`src/iamd_map.svh`:
```
// constants for the io / converter / misc instruction decoder
// assumes: included by the decoder only, nothing else
// Functional notes
// - 4-bit port read to A, write from A
// - 2-bit ports use accumulator bits 1 and 0
// - 2-bit port read clears accumulator bits 3,2
// - bitport set-all; indexed clear/set for Y 0..5
// - bitport test skips when indexed bit zero
// - single output set, clear, skip when one
// - single io uses accumulator bit 0 only
// - wake regs read/write, pullup regs write only
// - conversion mode: B,A get result 9:6, 5:2
// - comparator mode: B,A get compare reg nibbles 7:4, 3:0
// - low read: A = result 1:0 then zeros
// - compare load: nop, or B,A into register
// - converter control reg transfers four bits
// - start clears done flag, starts selected operation
// - done test skips and clears unless irq enabled
// - all-zero opcode only advances program counter
// - backup entries act only right after arm
// - power flag test skips, flag unchanged
// - watchdog restart skip/clear; stops after arm
// - clock selects pick circuit, stop on-chip oscillator
// - clock control register transfers with accumulator
// - 10-bit word: 6-bit column, 4-bit row
`ifndef IAMD_MAP_SVH
`define IAMD_MAP_SVH

// ----------------------------------------------------------------
// opcodes (column in 9:4, row in 3:0)
// ----------------------------------------------------------------
`define IAMD_OP_NOP   10'h000
`define IAMD_OP_BKEEP 10'h002
`define IAMD_OP_TSTPW 10'h003
`define IAMD_OP_BSTOP 10'h008
`define IAMD_OP_SETD  10'h011
`define IAMD_OP_CLRDY 10'h014
`define IAMD_OP_SETDY 10'h015
`define IAMD_OP_TSTD  10'h024
`define IAMD_OP_TSTD2 10'h02b
`define IAMD_OP_ARMBK 10'h05b
`define IAMD_OP_WRQ1  10'h204
`define IAMD_OP_WRK1  10'h214
`define IAMD_OP_WRK2  10'h215
`define IAMD_OP_WRMR  10'h216
`define IAMD_OP_WRK0  10'h21b
`define IAMD_OP_WRK   10'h21f
`define IAMD_OP_WRP0  10'h220
`define IAMD_OP_WRP2  10'h222
`define IAMD_OP_WRPU0 10'h22d
`define IAMD_OP_WRPU1 10'h22e
`define IAMD_OP_WRPU2 10'h22f
`define IAMD_OP_LDCMP 10'h239
`define IAMD_OP_RDQ1  10'h244
`define IAMD_OP_RDLO  10'h249
`define IAMD_OP_RDMR  10'h252
`define IAMD_OP_RDK0  10'h256
`define IAMD_OP_RDK1  10'h259
`define IAMD_OP_RDK2  10'h25a
`define IAMD_OP_RDP0  10'h260
`define IAMD_OP_RDP2  10'h262
`define IAMD_OP_RDK   10'h26f
`define IAMD_OP_RDHI  10'h279
`define IAMD_OP_TSTAD 10'h287
`define IAMD_OP_TSTC  10'h289
`define IAMD_OP_CLRC  10'h28c
`define IAMD_OP_SETC  10'h28d
`define IAMD_OP_CERAM 10'h29a
`define IAMD_OP_RCOSC 10'h29b
`define IAMD_OP_ARMWD 10'h29c
`define IAMD_OP_START 10'h29f
`define IAMD_OP_WDRST 10'h2a0

// ----------------------------------------------------------------
// fields, reset values, register map
// ----------------------------------------------------------------
`define IAMD_CMP_MODE  3
`define IAMD_D_LAST    3'h5
`define IAMD_D_ALL     6'h3f
`define IAMD_RST_NIB   4'h0
`define IAMD_RST_LATCH 4'hf
`define IAMD_ADR_CFG   4'h0
`define IAMD_ADR_STAT  4'h4
`define IAMD_ADR_PORT  4'h8

`endif

```
`src/iamd_pkg.sv`:
```
// types shared by the instruction decoder and its users
// assumes: iamd_map.svh on the include path
package iamd_pkg;

  // decoder sequencing, one-hot
  typedef enum logic [1:0] {
    IAMD_ST_RUN  = 2'b01,
    IAMD_ST_WORD2 = 2'b10
  } iamd_state_t;

  // register writeback toward the core
  typedef struct packed {
    logic       acc_we;
    logic [3:0] acc;
    logic       b_we;
    logic [3:0] b;
    logic       skip;
    logic       pc_inc;
  } iamd_exec_t;

  // converter request toward the analog block
  typedef struct packed {
    logic       start;
    logic       cmp_mode;
    logic [7:0] cmp_value;
  } iamd_adc_req_t;

endpackage : iamd_pkg

```
`src/iamd_decoder.sv`:
```
// io, converter and system-control instruction decoder
// assumes: one word per instr_valid from fetch, A/B/Y from the core,
// skip and pc_inc acted on by fetch, registers on classic wishbone
//
// Chosen here: the placing of the registers and the Wishbone register port.
`timescale 1ns/100ps
`default_nettype none
`include "iamd_map.svh"

module iamd_decoder
(
  input  wire logic               clock,
  input  wire logic               rst_n,
  input  wire logic               instr_valid,
  input  wire logic [9:0]         instr_word,
  input  wire logic [3:0]         acc_in,
  input  wire logic [3:0]         b_in,
  input  wire logic [3:0]         y_in,
  output iamd_pkg::iamd_exec_t    exec,
  input  wire logic [3:0]         p0_pins,
  input  wire logic [3:0]         p1_pins,
  input  wire logic [1:0]         p2_pins,
  input  wire logic [1:0]         p3_pins,
  input  wire logic [5:0]         d_pins,
  input  wire logic               k_pin,
  output logic [3:0]              p0_latch,
  output logic [3:0]              p1_latch,
  output logic [1:0]              p2_latch,
  output logic [1:0]              p3_latch,
  output logic [5:0]              d_latch,
  output logic                    c_latch,
  output logic                    k_latch,
  output logic [11:0]             wake_ctl,
  output logic [11:0]             pullup_ctl,
  input  wire logic [9:0]         conv_result,
  input  wire logic               conv_done,
  output iamd_pkg::iamd_adc_req_t adc_req,
  input  wire logic               power_flag,
  input  wire logic               watchdog_flag_set,
  output logic                    watchdog_stopped,
  output logic                    backup_keep_detector,
  output logic                    backup_full_stop,
  output logic                    select_ceramic_clock,
  output logic                    select_rc_clock,
  output logic                    onchip_osc_stop,
  output logic [3:0]              clock_control_reg,
  input  wire logic               wb_cyc,
  input  wire logic               wb_stb,
  input  wire logic               wb_we,
  input  wire logic [3:0]         wb_adr,
  input  wire logic [3:0]         wb_sel,
  input  wire logic [31:0]        wb_dat_w,
  output logic [31:0]             wb_dat_r,
  output logic                    wb_ack
);

  // ----------------------------------------------------------------
  // decode
  // ----------------------------------------------------------------
  iamd_pkg::iamd_state_t state;
  logic [3:0] converter_control_reg;
  logic [7:0] cmp_reg;
  logic       conversion_done_flag;
  logic       watchdog_flag_one;
  logic       conv_irq_enable_bit;
  logic       backup_armed;
  logic       wdt_armed;
  logic       go;
  logic       cmode;
  logic       y_ok;

  // one match per opcode; column and row kept together as 10 bits
  function automatic logic is_op(input logic [9:0] w,
                                 input logic [9:0] op);
    is_op = (w == op);
  endfunction : is_op

  function automatic logic op(input logic [9:0] o);
    op = go && is_op(instr_word, o);
  endfunction : op

  assign go    = instr_valid && (state == iamd_pkg::IAMD_ST_RUN);
  assign cmode = converter_control_reg[`IAMD_CMP_MODE];
  assign y_ok  = (y_in[2:0] <= `IAMD_D_LAST) && !y_in[3];

  // second word of the bitport test carries no action of its own
  always_ff @(posedge clock)
  begin
    if (!rst_n)
      state <= iamd_pkg::IAMD_ST_RUN;
    else if (instr_valid)
    begin
      case (state)
        iamd_pkg::IAMD_ST_RUN:
          if (is_op(instr_word, `IAMD_OP_TSTD))
            state <= iamd_pkg::IAMD_ST_WORD2;
        iamd_pkg::IAMD_ST_WORD2:
          state <= iamd_pkg::IAMD_ST_RUN;
        default:
          state <= iamd_pkg::IAMD_ST_RUN;
      endcase
    end
  end

  // ----------------------------------------------------------------
  // writeback toward the core, one cycle after the word
  // ----------------------------------------------------------------
  // unmatched words fall through with only pc_inc set
  always_ff @(posedge clock)
  begin
    if (!rst_n)
      exec <= '0;
    else
    begin
      exec        <= '0;
      exec.pc_inc <= instr_valid;
      if (op(`IAMD_OP_RDP0) || op(`IAMD_OP_RDP0 + 10'h001))
      begin
        exec.acc_we <= 1'b1;
        exec.acc    <= instr_word[0] ? p1_pins : p0_pins;
      end
      else if (op(`IAMD_OP_RDP2) || op(`IAMD_OP_RDP2 + 10'h001))
      begin
        exec.acc_we <= 1'b1;
        exec.acc    <= {2'h0, instr_word[0] ? p3_pins : p2_pins};
      end
      else if (op(`IAMD_OP_RDK))
      begin
        exec.acc_we <= 1'b1;
        exec.acc    <= {3'h0, k_pin};
      end
      else if (op(`IAMD_OP_RDK0))
      begin
        exec.acc_we <= 1'b1;
        exec.acc    <= wake_ctl[3:0];
      end
      else if (op(`IAMD_OP_RDK1))
      begin
        exec.acc_we <= 1'b1;
        exec.acc    <= wake_ctl[7:4];
      end
      else if (op(`IAMD_OP_RDK2))
      begin
        exec.acc_we <= 1'b1;
        exec.acc    <= wake_ctl[11:8];
      end
      else if (op(`IAMD_OP_RDHI))
      begin
        exec.acc_we <= 1'b1;
        exec.b_we   <= 1'b1;
        exec.b      <= cmode ? cmp_reg[7:4] : conv_result[9:6];
        exec.acc    <= cmode ? cmp_reg[3:0] : conv_result[5:2];
      end
      else if (op(`IAMD_OP_RDLO))
      begin
        exec.acc_we <= 1'b1;
        exec.acc    <= {conv_result[1:0], 2'h0};
      end
      else if (op(`IAMD_OP_RDQ1))
      begin
        exec.acc_we <= 1'b1;
        exec.acc    <= converter_control_reg;
      end
      else if (op(`IAMD_OP_RDMR))
      begin
        exec.acc_we <= 1'b1;
        exec.acc    <= clock_control_reg;
      end
      else if (op(`IAMD_OP_TSTD))
        exec.skip <= y_ok && !d_pins[y_in[2:0]];
      else if (op(`IAMD_OP_TSTC))
        exec.skip <= c_latch;
      else if (op(`IAMD_OP_TSTAD))
        exec.skip <= !conv_irq_enable_bit && conversion_done_flag;
      else if (op(`IAMD_OP_TSTPW))
        exec.skip <= power_flag;
      else if (op(`IAMD_OP_WDRST))
        exec.skip <= watchdog_flag_one;
    end
  end

  // ----------------------------------------------------------------
  // port latches; open-drain ports idle released (all ones)
  // ----------------------------------------------------------------
  always_ff @(posedge clock)
  begin
    if (!rst_n)
    begin
      p0_latch <= `IAMD_RST_LATCH;
      p1_latch <= `IAMD_RST_LATCH;
      p2_latch <= 2'(`IAMD_RST_LATCH);
      p3_latch <= 2'(`IAMD_RST_LATCH);
      d_latch  <= `IAMD_D_ALL;
      c_latch  <= 1'b1;
      k_latch  <= 1'b1;
    end
    else
    begin
      if (op(`IAMD_OP_WRP0))
        p0_latch <= acc_in;
      if (op(`IAMD_OP_WRP0 + 10'h001))
        p1_latch <= acc_in;
      if (op(`IAMD_OP_WRP2))
        p2_latch <= acc_in[1:0];
      if (op(`IAMD_OP_WRP2 + 10'h001))
        p3_latch <= acc_in[1:0];
      if (op(`IAMD_OP_SETD))
        d_latch <= `IAMD_D_ALL;
      else if ((op(`IAMD_OP_CLRDY) || op(`IAMD_OP_SETDY)) && y_ok)
        d_latch[y_in[2:0]] <= instr_word[0];
      if (op(`IAMD_OP_SETC))
        c_latch <= 1'b1;
      else if (op(`IAMD_OP_CLRC))
        c_latch <= 1'b0;
      if (op(`IAMD_OP_WRK))
        k_latch <= acc_in[0];
    end
  end

  // ----------------------------------------------------------------
  // wakeup, pull-up and clock control registers
  // ----------------------------------------------------------------
  always_ff @(posedge clock)
  begin
    if (!rst_n)
    begin
      wake_ctl          <= '0;
      pullup_ctl        <= '0;
      clock_control_reg <= `IAMD_RST_NIB;
    end
    else
    begin
      if (op(`IAMD_OP_WRK0))
        wake_ctl[3:0] <= acc_in;
      if (op(`IAMD_OP_WRK1))
        wake_ctl[7:4] <= acc_in;
      if (op(`IAMD_OP_WRK2))
        wake_ctl[11:8] <= acc_in;
      if (op(`IAMD_OP_WRPU0))
        pullup_ctl[3:0] <= acc_in;
      if (op(`IAMD_OP_WRPU1))
        pullup_ctl[7:4] <= acc_in;
      if (op(`IAMD_OP_WRPU2))
        pullup_ctl[11:8] <= acc_in;
      if (op(`IAMD_OP_WRMR))
        clock_control_reg <= acc_in;
    end
  end

  // ----------------------------------------------------------------
  // converter control, compare value, done flag
  // ----------------------------------------------------------------
  always_ff @(posedge clock)
  begin
    if (!rst_n)
    begin
      converter_control_reg <= `IAMD_RST_NIB;
      cmp_reg               <= '0;
      adc_req               <= '0;
    end
    else
    begin
      adc_req.start    <= op(`IAMD_OP_START);
      adc_req.cmp_mode <= cmode;
      adc_req.cmp_value <= cmp_reg;
      if (op(`IAMD_OP_WRQ1))
        converter_control_reg <= acc_in;
      if (op(`IAMD_OP_LDCMP) && cmode)
        cmp_reg <= {b_in, acc_in};
    end
  end

  // a completion in the cycle of a clear is kept: set wins
  always_ff @(posedge clock)
  begin
    if (!rst_n)
      conversion_done_flag <= 1'b0;
    else if (conv_done)
      conversion_done_flag <= 1'b1;
    else if (op(`IAMD_OP_START))
      conversion_done_flag <= 1'b0;
    else if (op(`IAMD_OP_TSTAD) && !conv_irq_enable_bit)
      conversion_done_flag <= 1'b0;
  end

  // ----------------------------------------------------------------
  // back-up, watchdog, oscillator
  // ----------------------------------------------------------------
  // arm flags live for exactly one following word
  always_ff @(posedge clock)
  begin
    if (!rst_n)
    begin
      backup_armed <= 1'b0;
      wdt_armed    <= 1'b0;
    end
    else if (go)
    begin
      backup_armed <= is_op(instr_word, `IAMD_OP_ARMBK);
      wdt_armed    <= is_op(instr_word, `IAMD_OP_ARMWD);
    end
  end

  // back-up entries are one-cycle requests to the power block
  always_ff @(posedge clock)
  begin
    if (!rst_n)
    begin
      backup_keep_detector <= 1'b0;
      backup_full_stop     <= 1'b0;
    end
    else
    begin
      backup_keep_detector <= op(`IAMD_OP_BKEEP) && backup_armed;
      backup_full_stop     <= op(`IAMD_OP_BSTOP) && backup_armed;
    end
  end

  // flag set by the timer wins over the restart clear
  always_ff @(posedge clock)
  begin
    if (!rst_n)
    begin
      watchdog_flag_one <= 1'b0;
      watchdog_stopped  <= 1'b0;
    end
    else
    begin
      if (watchdog_flag_set)
        watchdog_flag_one <= 1'b1;
      else if (op(`IAMD_OP_WDRST))
        watchdog_flag_one <= 1'b0;
      if (op(`IAMD_OP_WDRST) && wdt_armed)
        watchdog_stopped <= 1'b1;
    end
  end

  // selection is sticky until the other select; no way back on-chip
  always_ff @(posedge clock)
  begin
    if (!rst_n)
    begin
      select_ceramic_clock <= 1'b0;
      select_rc_clock      <= 1'b0;
      onchip_osc_stop      <= 1'b0;
    end
    else if (op(`IAMD_OP_CERAM) || op(`IAMD_OP_RCOSC))
    begin
      select_ceramic_clock <= !instr_word[0];
      select_rc_clock      <= instr_word[0];
      onchip_osc_stop      <= 1'b1;
    end
  end

  // ----------------------------------------------------------------
  // wishbone slave: ack one cycle after stb, unmapped reads zero
  // ----------------------------------------------------------------
  always_ff @(posedge clock)
  begin
    if (!rst_n)
    begin
      wb_ack              <= 1'b0;
      wb_dat_r            <= '0;
      conv_irq_enable_bit <= 1'b0;
    end
    else
    begin
      wb_ack   <= wb_cyc && wb_stb && !wb_ack;
      wb_dat_r <= '0;
      if (wb_cyc && wb_stb && !wb_ack)
      begin
        if (wb_adr == `IAMD_ADR_CFG)
        begin
          wb_dat_r <= {31'h0, conv_irq_enable_bit};
          if (wb_we && wb_sel[0])
            conv_irq_enable_bit <= wb_dat_w[0];
        end
        else if (wb_adr == `IAMD_ADR_STAT)
          wb_dat_r <= {24'h0, clock_control_reg, onchip_osc_stop,
                       watchdog_stopped, watchdog_flag_one,
                       conversion_done_flag};
        else if (wb_adr == `IAMD_ADR_PORT)
          wb_dat_r <= {12'h0, k_latch, c_latch, d_latch, p3_latch,
                       p2_latch, p1_latch, p0_latch};
      end
    end
  end
endmodule : iamd_decoder
`default_nettype wire

```
`config.mk`:
```
export PLATFORM = sky130hd
export DESIGN_NAME = iamd_decoder
export DESIGN_NICKNAME = d
export VERILOG_FILES = /design/src/iamd_pkg.sv /design/src/iamd_decoder.sv
export VERILOG_INCLUDE_DIRS = /design/src
export SDC_FILE = /design/constraint.sdc
export NUM_CORES = 1
export LEC_CHECK = 0
export BUFFER_PORTS_ARGS = -buffer_cell sky130_fd_sc_hd__buf_2
export CAP_MARGIN = 20
export CORE_ASPECT_RATIO = 0.6
export CORE_MARGIN = 4
export CORE_UTILIZATION = 35
export CTS_CLUSTER_SIZE = 25
export DETAILED_ROUTE_END_ITERATION = 8
export GPL_TIMING_DRIVEN = 0
export PLACE_DENSITY = 0.7
export SLEW_MARGIN = 5
export SYNTH_ARGS = -nofsm -noshare
export SYNTH_HDL_FRONTEND = slang
export SYNTH_SLANG_ARGS = --single-unit
```
`constraint.sdc`:
```
create_clock -name clock -period 2.85 [get_ports clock]
set_input_delay 0 -clock clock [delete_from_list [all_inputs] [get_ports clock]]
set_output_delay 0 -clock clock [all_outputs]
set_load 0.02 [all_outputs]
```
==> impl_metrics.tcl <==
set metrics [dict create \
    wl_um 18200 \
    placed_area_um2 6270 \
    numCtsBuffers 17 \
    post_drt_wl_per_cell_um 18.3 \
    final_area_um2 7160 \
    relSlewSlack_pct 40.1 \
    yosysUniqueCellTypes 60 \
    critPathCaptureType "flop" \
    peakVddDrop_uv 353 \
    drc_errors 0 \
    hold_class "primary input to flop" \
    startpoint "state[0]" \
    fin_nets 882 \
    synth_seq_cells 116 \
    setup_viol 0 \
    power.density_nw_per_um2 611 \
    synth-main-ff-cell "dfxtp_1" \
    synth.cell_area_um2 5180 \
    synth-edff-count 0 \
    regMostFlops "wb_dat_r" \
    finalWeightedCongestion 0.948 \
    cts_setup_buffers 0 \
    timing.final.crit_period_ns 2.62 \
    timing.fmax_mhz 382 \
    ys_async_sr_fraction_pct 0 \
    die_y_um 102 \
    antenna_found_initial 1 \
    cts-root-buf "clkbuf_16" \
    cts_tree "built" \
    arrival_ns 2.90 \
    track_usage_pct 21.3 \
    hpwl_um 13800 \
    r2r_setup_slack_ns 0.23 \
    start_util_pct 35.7 \
    drive_gt1_share_pct 28.1 \
    largest_register_ffs 20 \
    synthCells 571 \
    io_pins 209 \
    die-area_um2 16900 \
    insertion_delay_ns 0.41 \
    dr.pass1.iters 5 \
    tightest_slew_ns 0.895 \
    viasPerCell 5.06 \
    finalSetupTns_ns 0 \
    clkSlewWorstSetupHoldPaths_ns 0.06 \
    fp-row-count 34 \
    portBuffers 159 \
    post-route-period-util_pct 91.9 \
    startpoint_type "flop" \
    die_x_um 165 \
    maxCapViolations 0 \
    grt_pass1_vias 4655 \
    htreeDepth 4 \
    slew_violations 0 \
    avgSynthCellArea_um2 9.08 \
    area_growth_pct 38.1 \
    vias 5031 \
    reg2reg_from "state[0]" \
    yosys_warnings 0 \
    hold_start "instr_word[9]" \
    finalHoldViolCount 0 \
    clkSinkCount 116 \
    rsz0062_at_grt "false" \
    drt-initial-drc-count 413 \
    power_leakage_nw 2.92 \
    synth_seq_area_share_pct 44.8 \
    grt_pass1_wl_um 27100 \
    cp_data_required_time_ns 3.13 \
    drtAntennaViolNets 0 \
    core_um2 14500 \
    grt_max_degree 17 \
    skew_ns 0.00638 \
    status "completed" \
    cp_max_fo 5 \
    cts.path.max_buffers 2 \
    gr-total-overflow 0 \
    crit_type "flop to flop" \
]
[logic make-up after synthesis]
family | share of synthesized area (%)
other cells | 0.0723
mux | 13.0
buf+inv | 4.85
compound gates | 11.4
simple gates | 25.9
flops | 44.8
[path summary, 6_finish.rpt]
path | end | cells after the start
setup / recovery | p1_latch[1] | 6
hold / removal | exec[1] | 4
setup reg to reg | p1_latch[1] | 6
hold reg to reg | wb_dat_r[12] | 1
[layer usage]
layer,up-vias,track usage [%],part of all wire [%]
li1,2409,-,-
met1,2366,32.2,50
met2,243,29.4,39
met3,13,6.93,11
met4,0,4.28,0.72
met5,-,0,0
[metrics by stage]
step | hold slack [ns] | utilization, % | setup WS, ns | cells | power (mW)
after detailed placement | 0.216 | 43.3 | 0.391 | 940 | 1.94
after global routing | 0.0473 | 49.4 | 0.0892 | 994 | 4.51
after global placement | 0.210 | 43.2 | 0.412 | 939 | 1.94
after floorplan | 0.122 | - | 0.853 | 582 | 1.82
final | 0.0217 | 49.4 | 0.231 | 994 | 4.38
after CTS | 0.0119 | 49.3 | 0.353 | 993 | 4.40
[worst max-delay path: stages, from the launching register on]
cell and delay, ns:
dfxtp_1 0.38, nand4bb_1 0.27, nor3_1 0.69, nand3_1 0.35, nor2_1 0.48, mux2i_1 0.24, nand2_1 0.07
[placed cells by master, fill, tap and decap left out, drive strengths merged, types with 5 or more instances in the layout]
cell type / n
buf: 177
dfxtp: 116
mux2i: 65
nor2b: 49
nor2: 49
clkbuf: 48
nand2: 45
and2: 26
o21ai: 25
dlygate4sd3: 21
a21oi: 18
nor3: 17
conb: 12
a22oi: 9
nand3: 8
nand4: 7
inv: 7
nor4: 7
nand2b: 6
bufinv: 6
or2: 5
and3: 5
o211ai: 5
clkinv: 5
[power by group]
part | internal, mW | switching, mW | total, mW | leakage (nW)
Clock | 1.66 | 0.775 | 2.44 | 0.327
Combinational | 0.120 | 0.189 | 0.309 | 1.65
Sequential | 1.63 | 0.00302 | 1.63 | 0.936
[area by class of cell]
type                    count  area [um2]
diodes                      1        2.50
plain buffers              46         229
clock buffers              19         443
clock inverters            13         229
fillers                  1439        7350
inverters                   6        22.5
multi-input cells         414        2650
flip-flops and latches    116        2320
well taps                 198         248
repair buffers            181        1010
[cell usage after synthesis (5+ instances only)]
| cell | number | share of area, % |
|---|---|---|
| dfxtp_1 | 116 | 45 |
| mux2i_1 | 65 | 13 |
| nor2_1 | 49 | 3.5 |
| nor2b_1 | 49 | 5.9 |
| nand2_1 | 44 | 3.2 |
| clkbuf_1 | 28 | 2.0 |
| and2_1 | 26 | 3.1 |
| o21ai_0 | 25 | 2.4 |
| a21oi_1 | 18 | 1.7 |
| nor3_1 | 15 | 1.4 |
| buf_4 | 12 | 1.7 |
| a22oi_1 | 9 | 1.3 |
| nand3_1 | 8 | 0.77 |
| nand4_1 | 7 | 0.84 |
| inv_1 | 6 | 0.43 |
| nand2b_1 | 6 | 0.72 |
| nor4_1 | 6 | 0.72 |
| and3_1 | 5 | 0.60 |
| o211ai_1 | 5 | 0.72 |
| or2_2 | 5 | 0.60 |
[what timing repair did]
item	4_1_cts	5_1_grt
hold buffers	21	0
endpoints found under the hold margin	29	0
resized for setup	0	0
No activity file was read; power rests on OpenSTA's default activity.
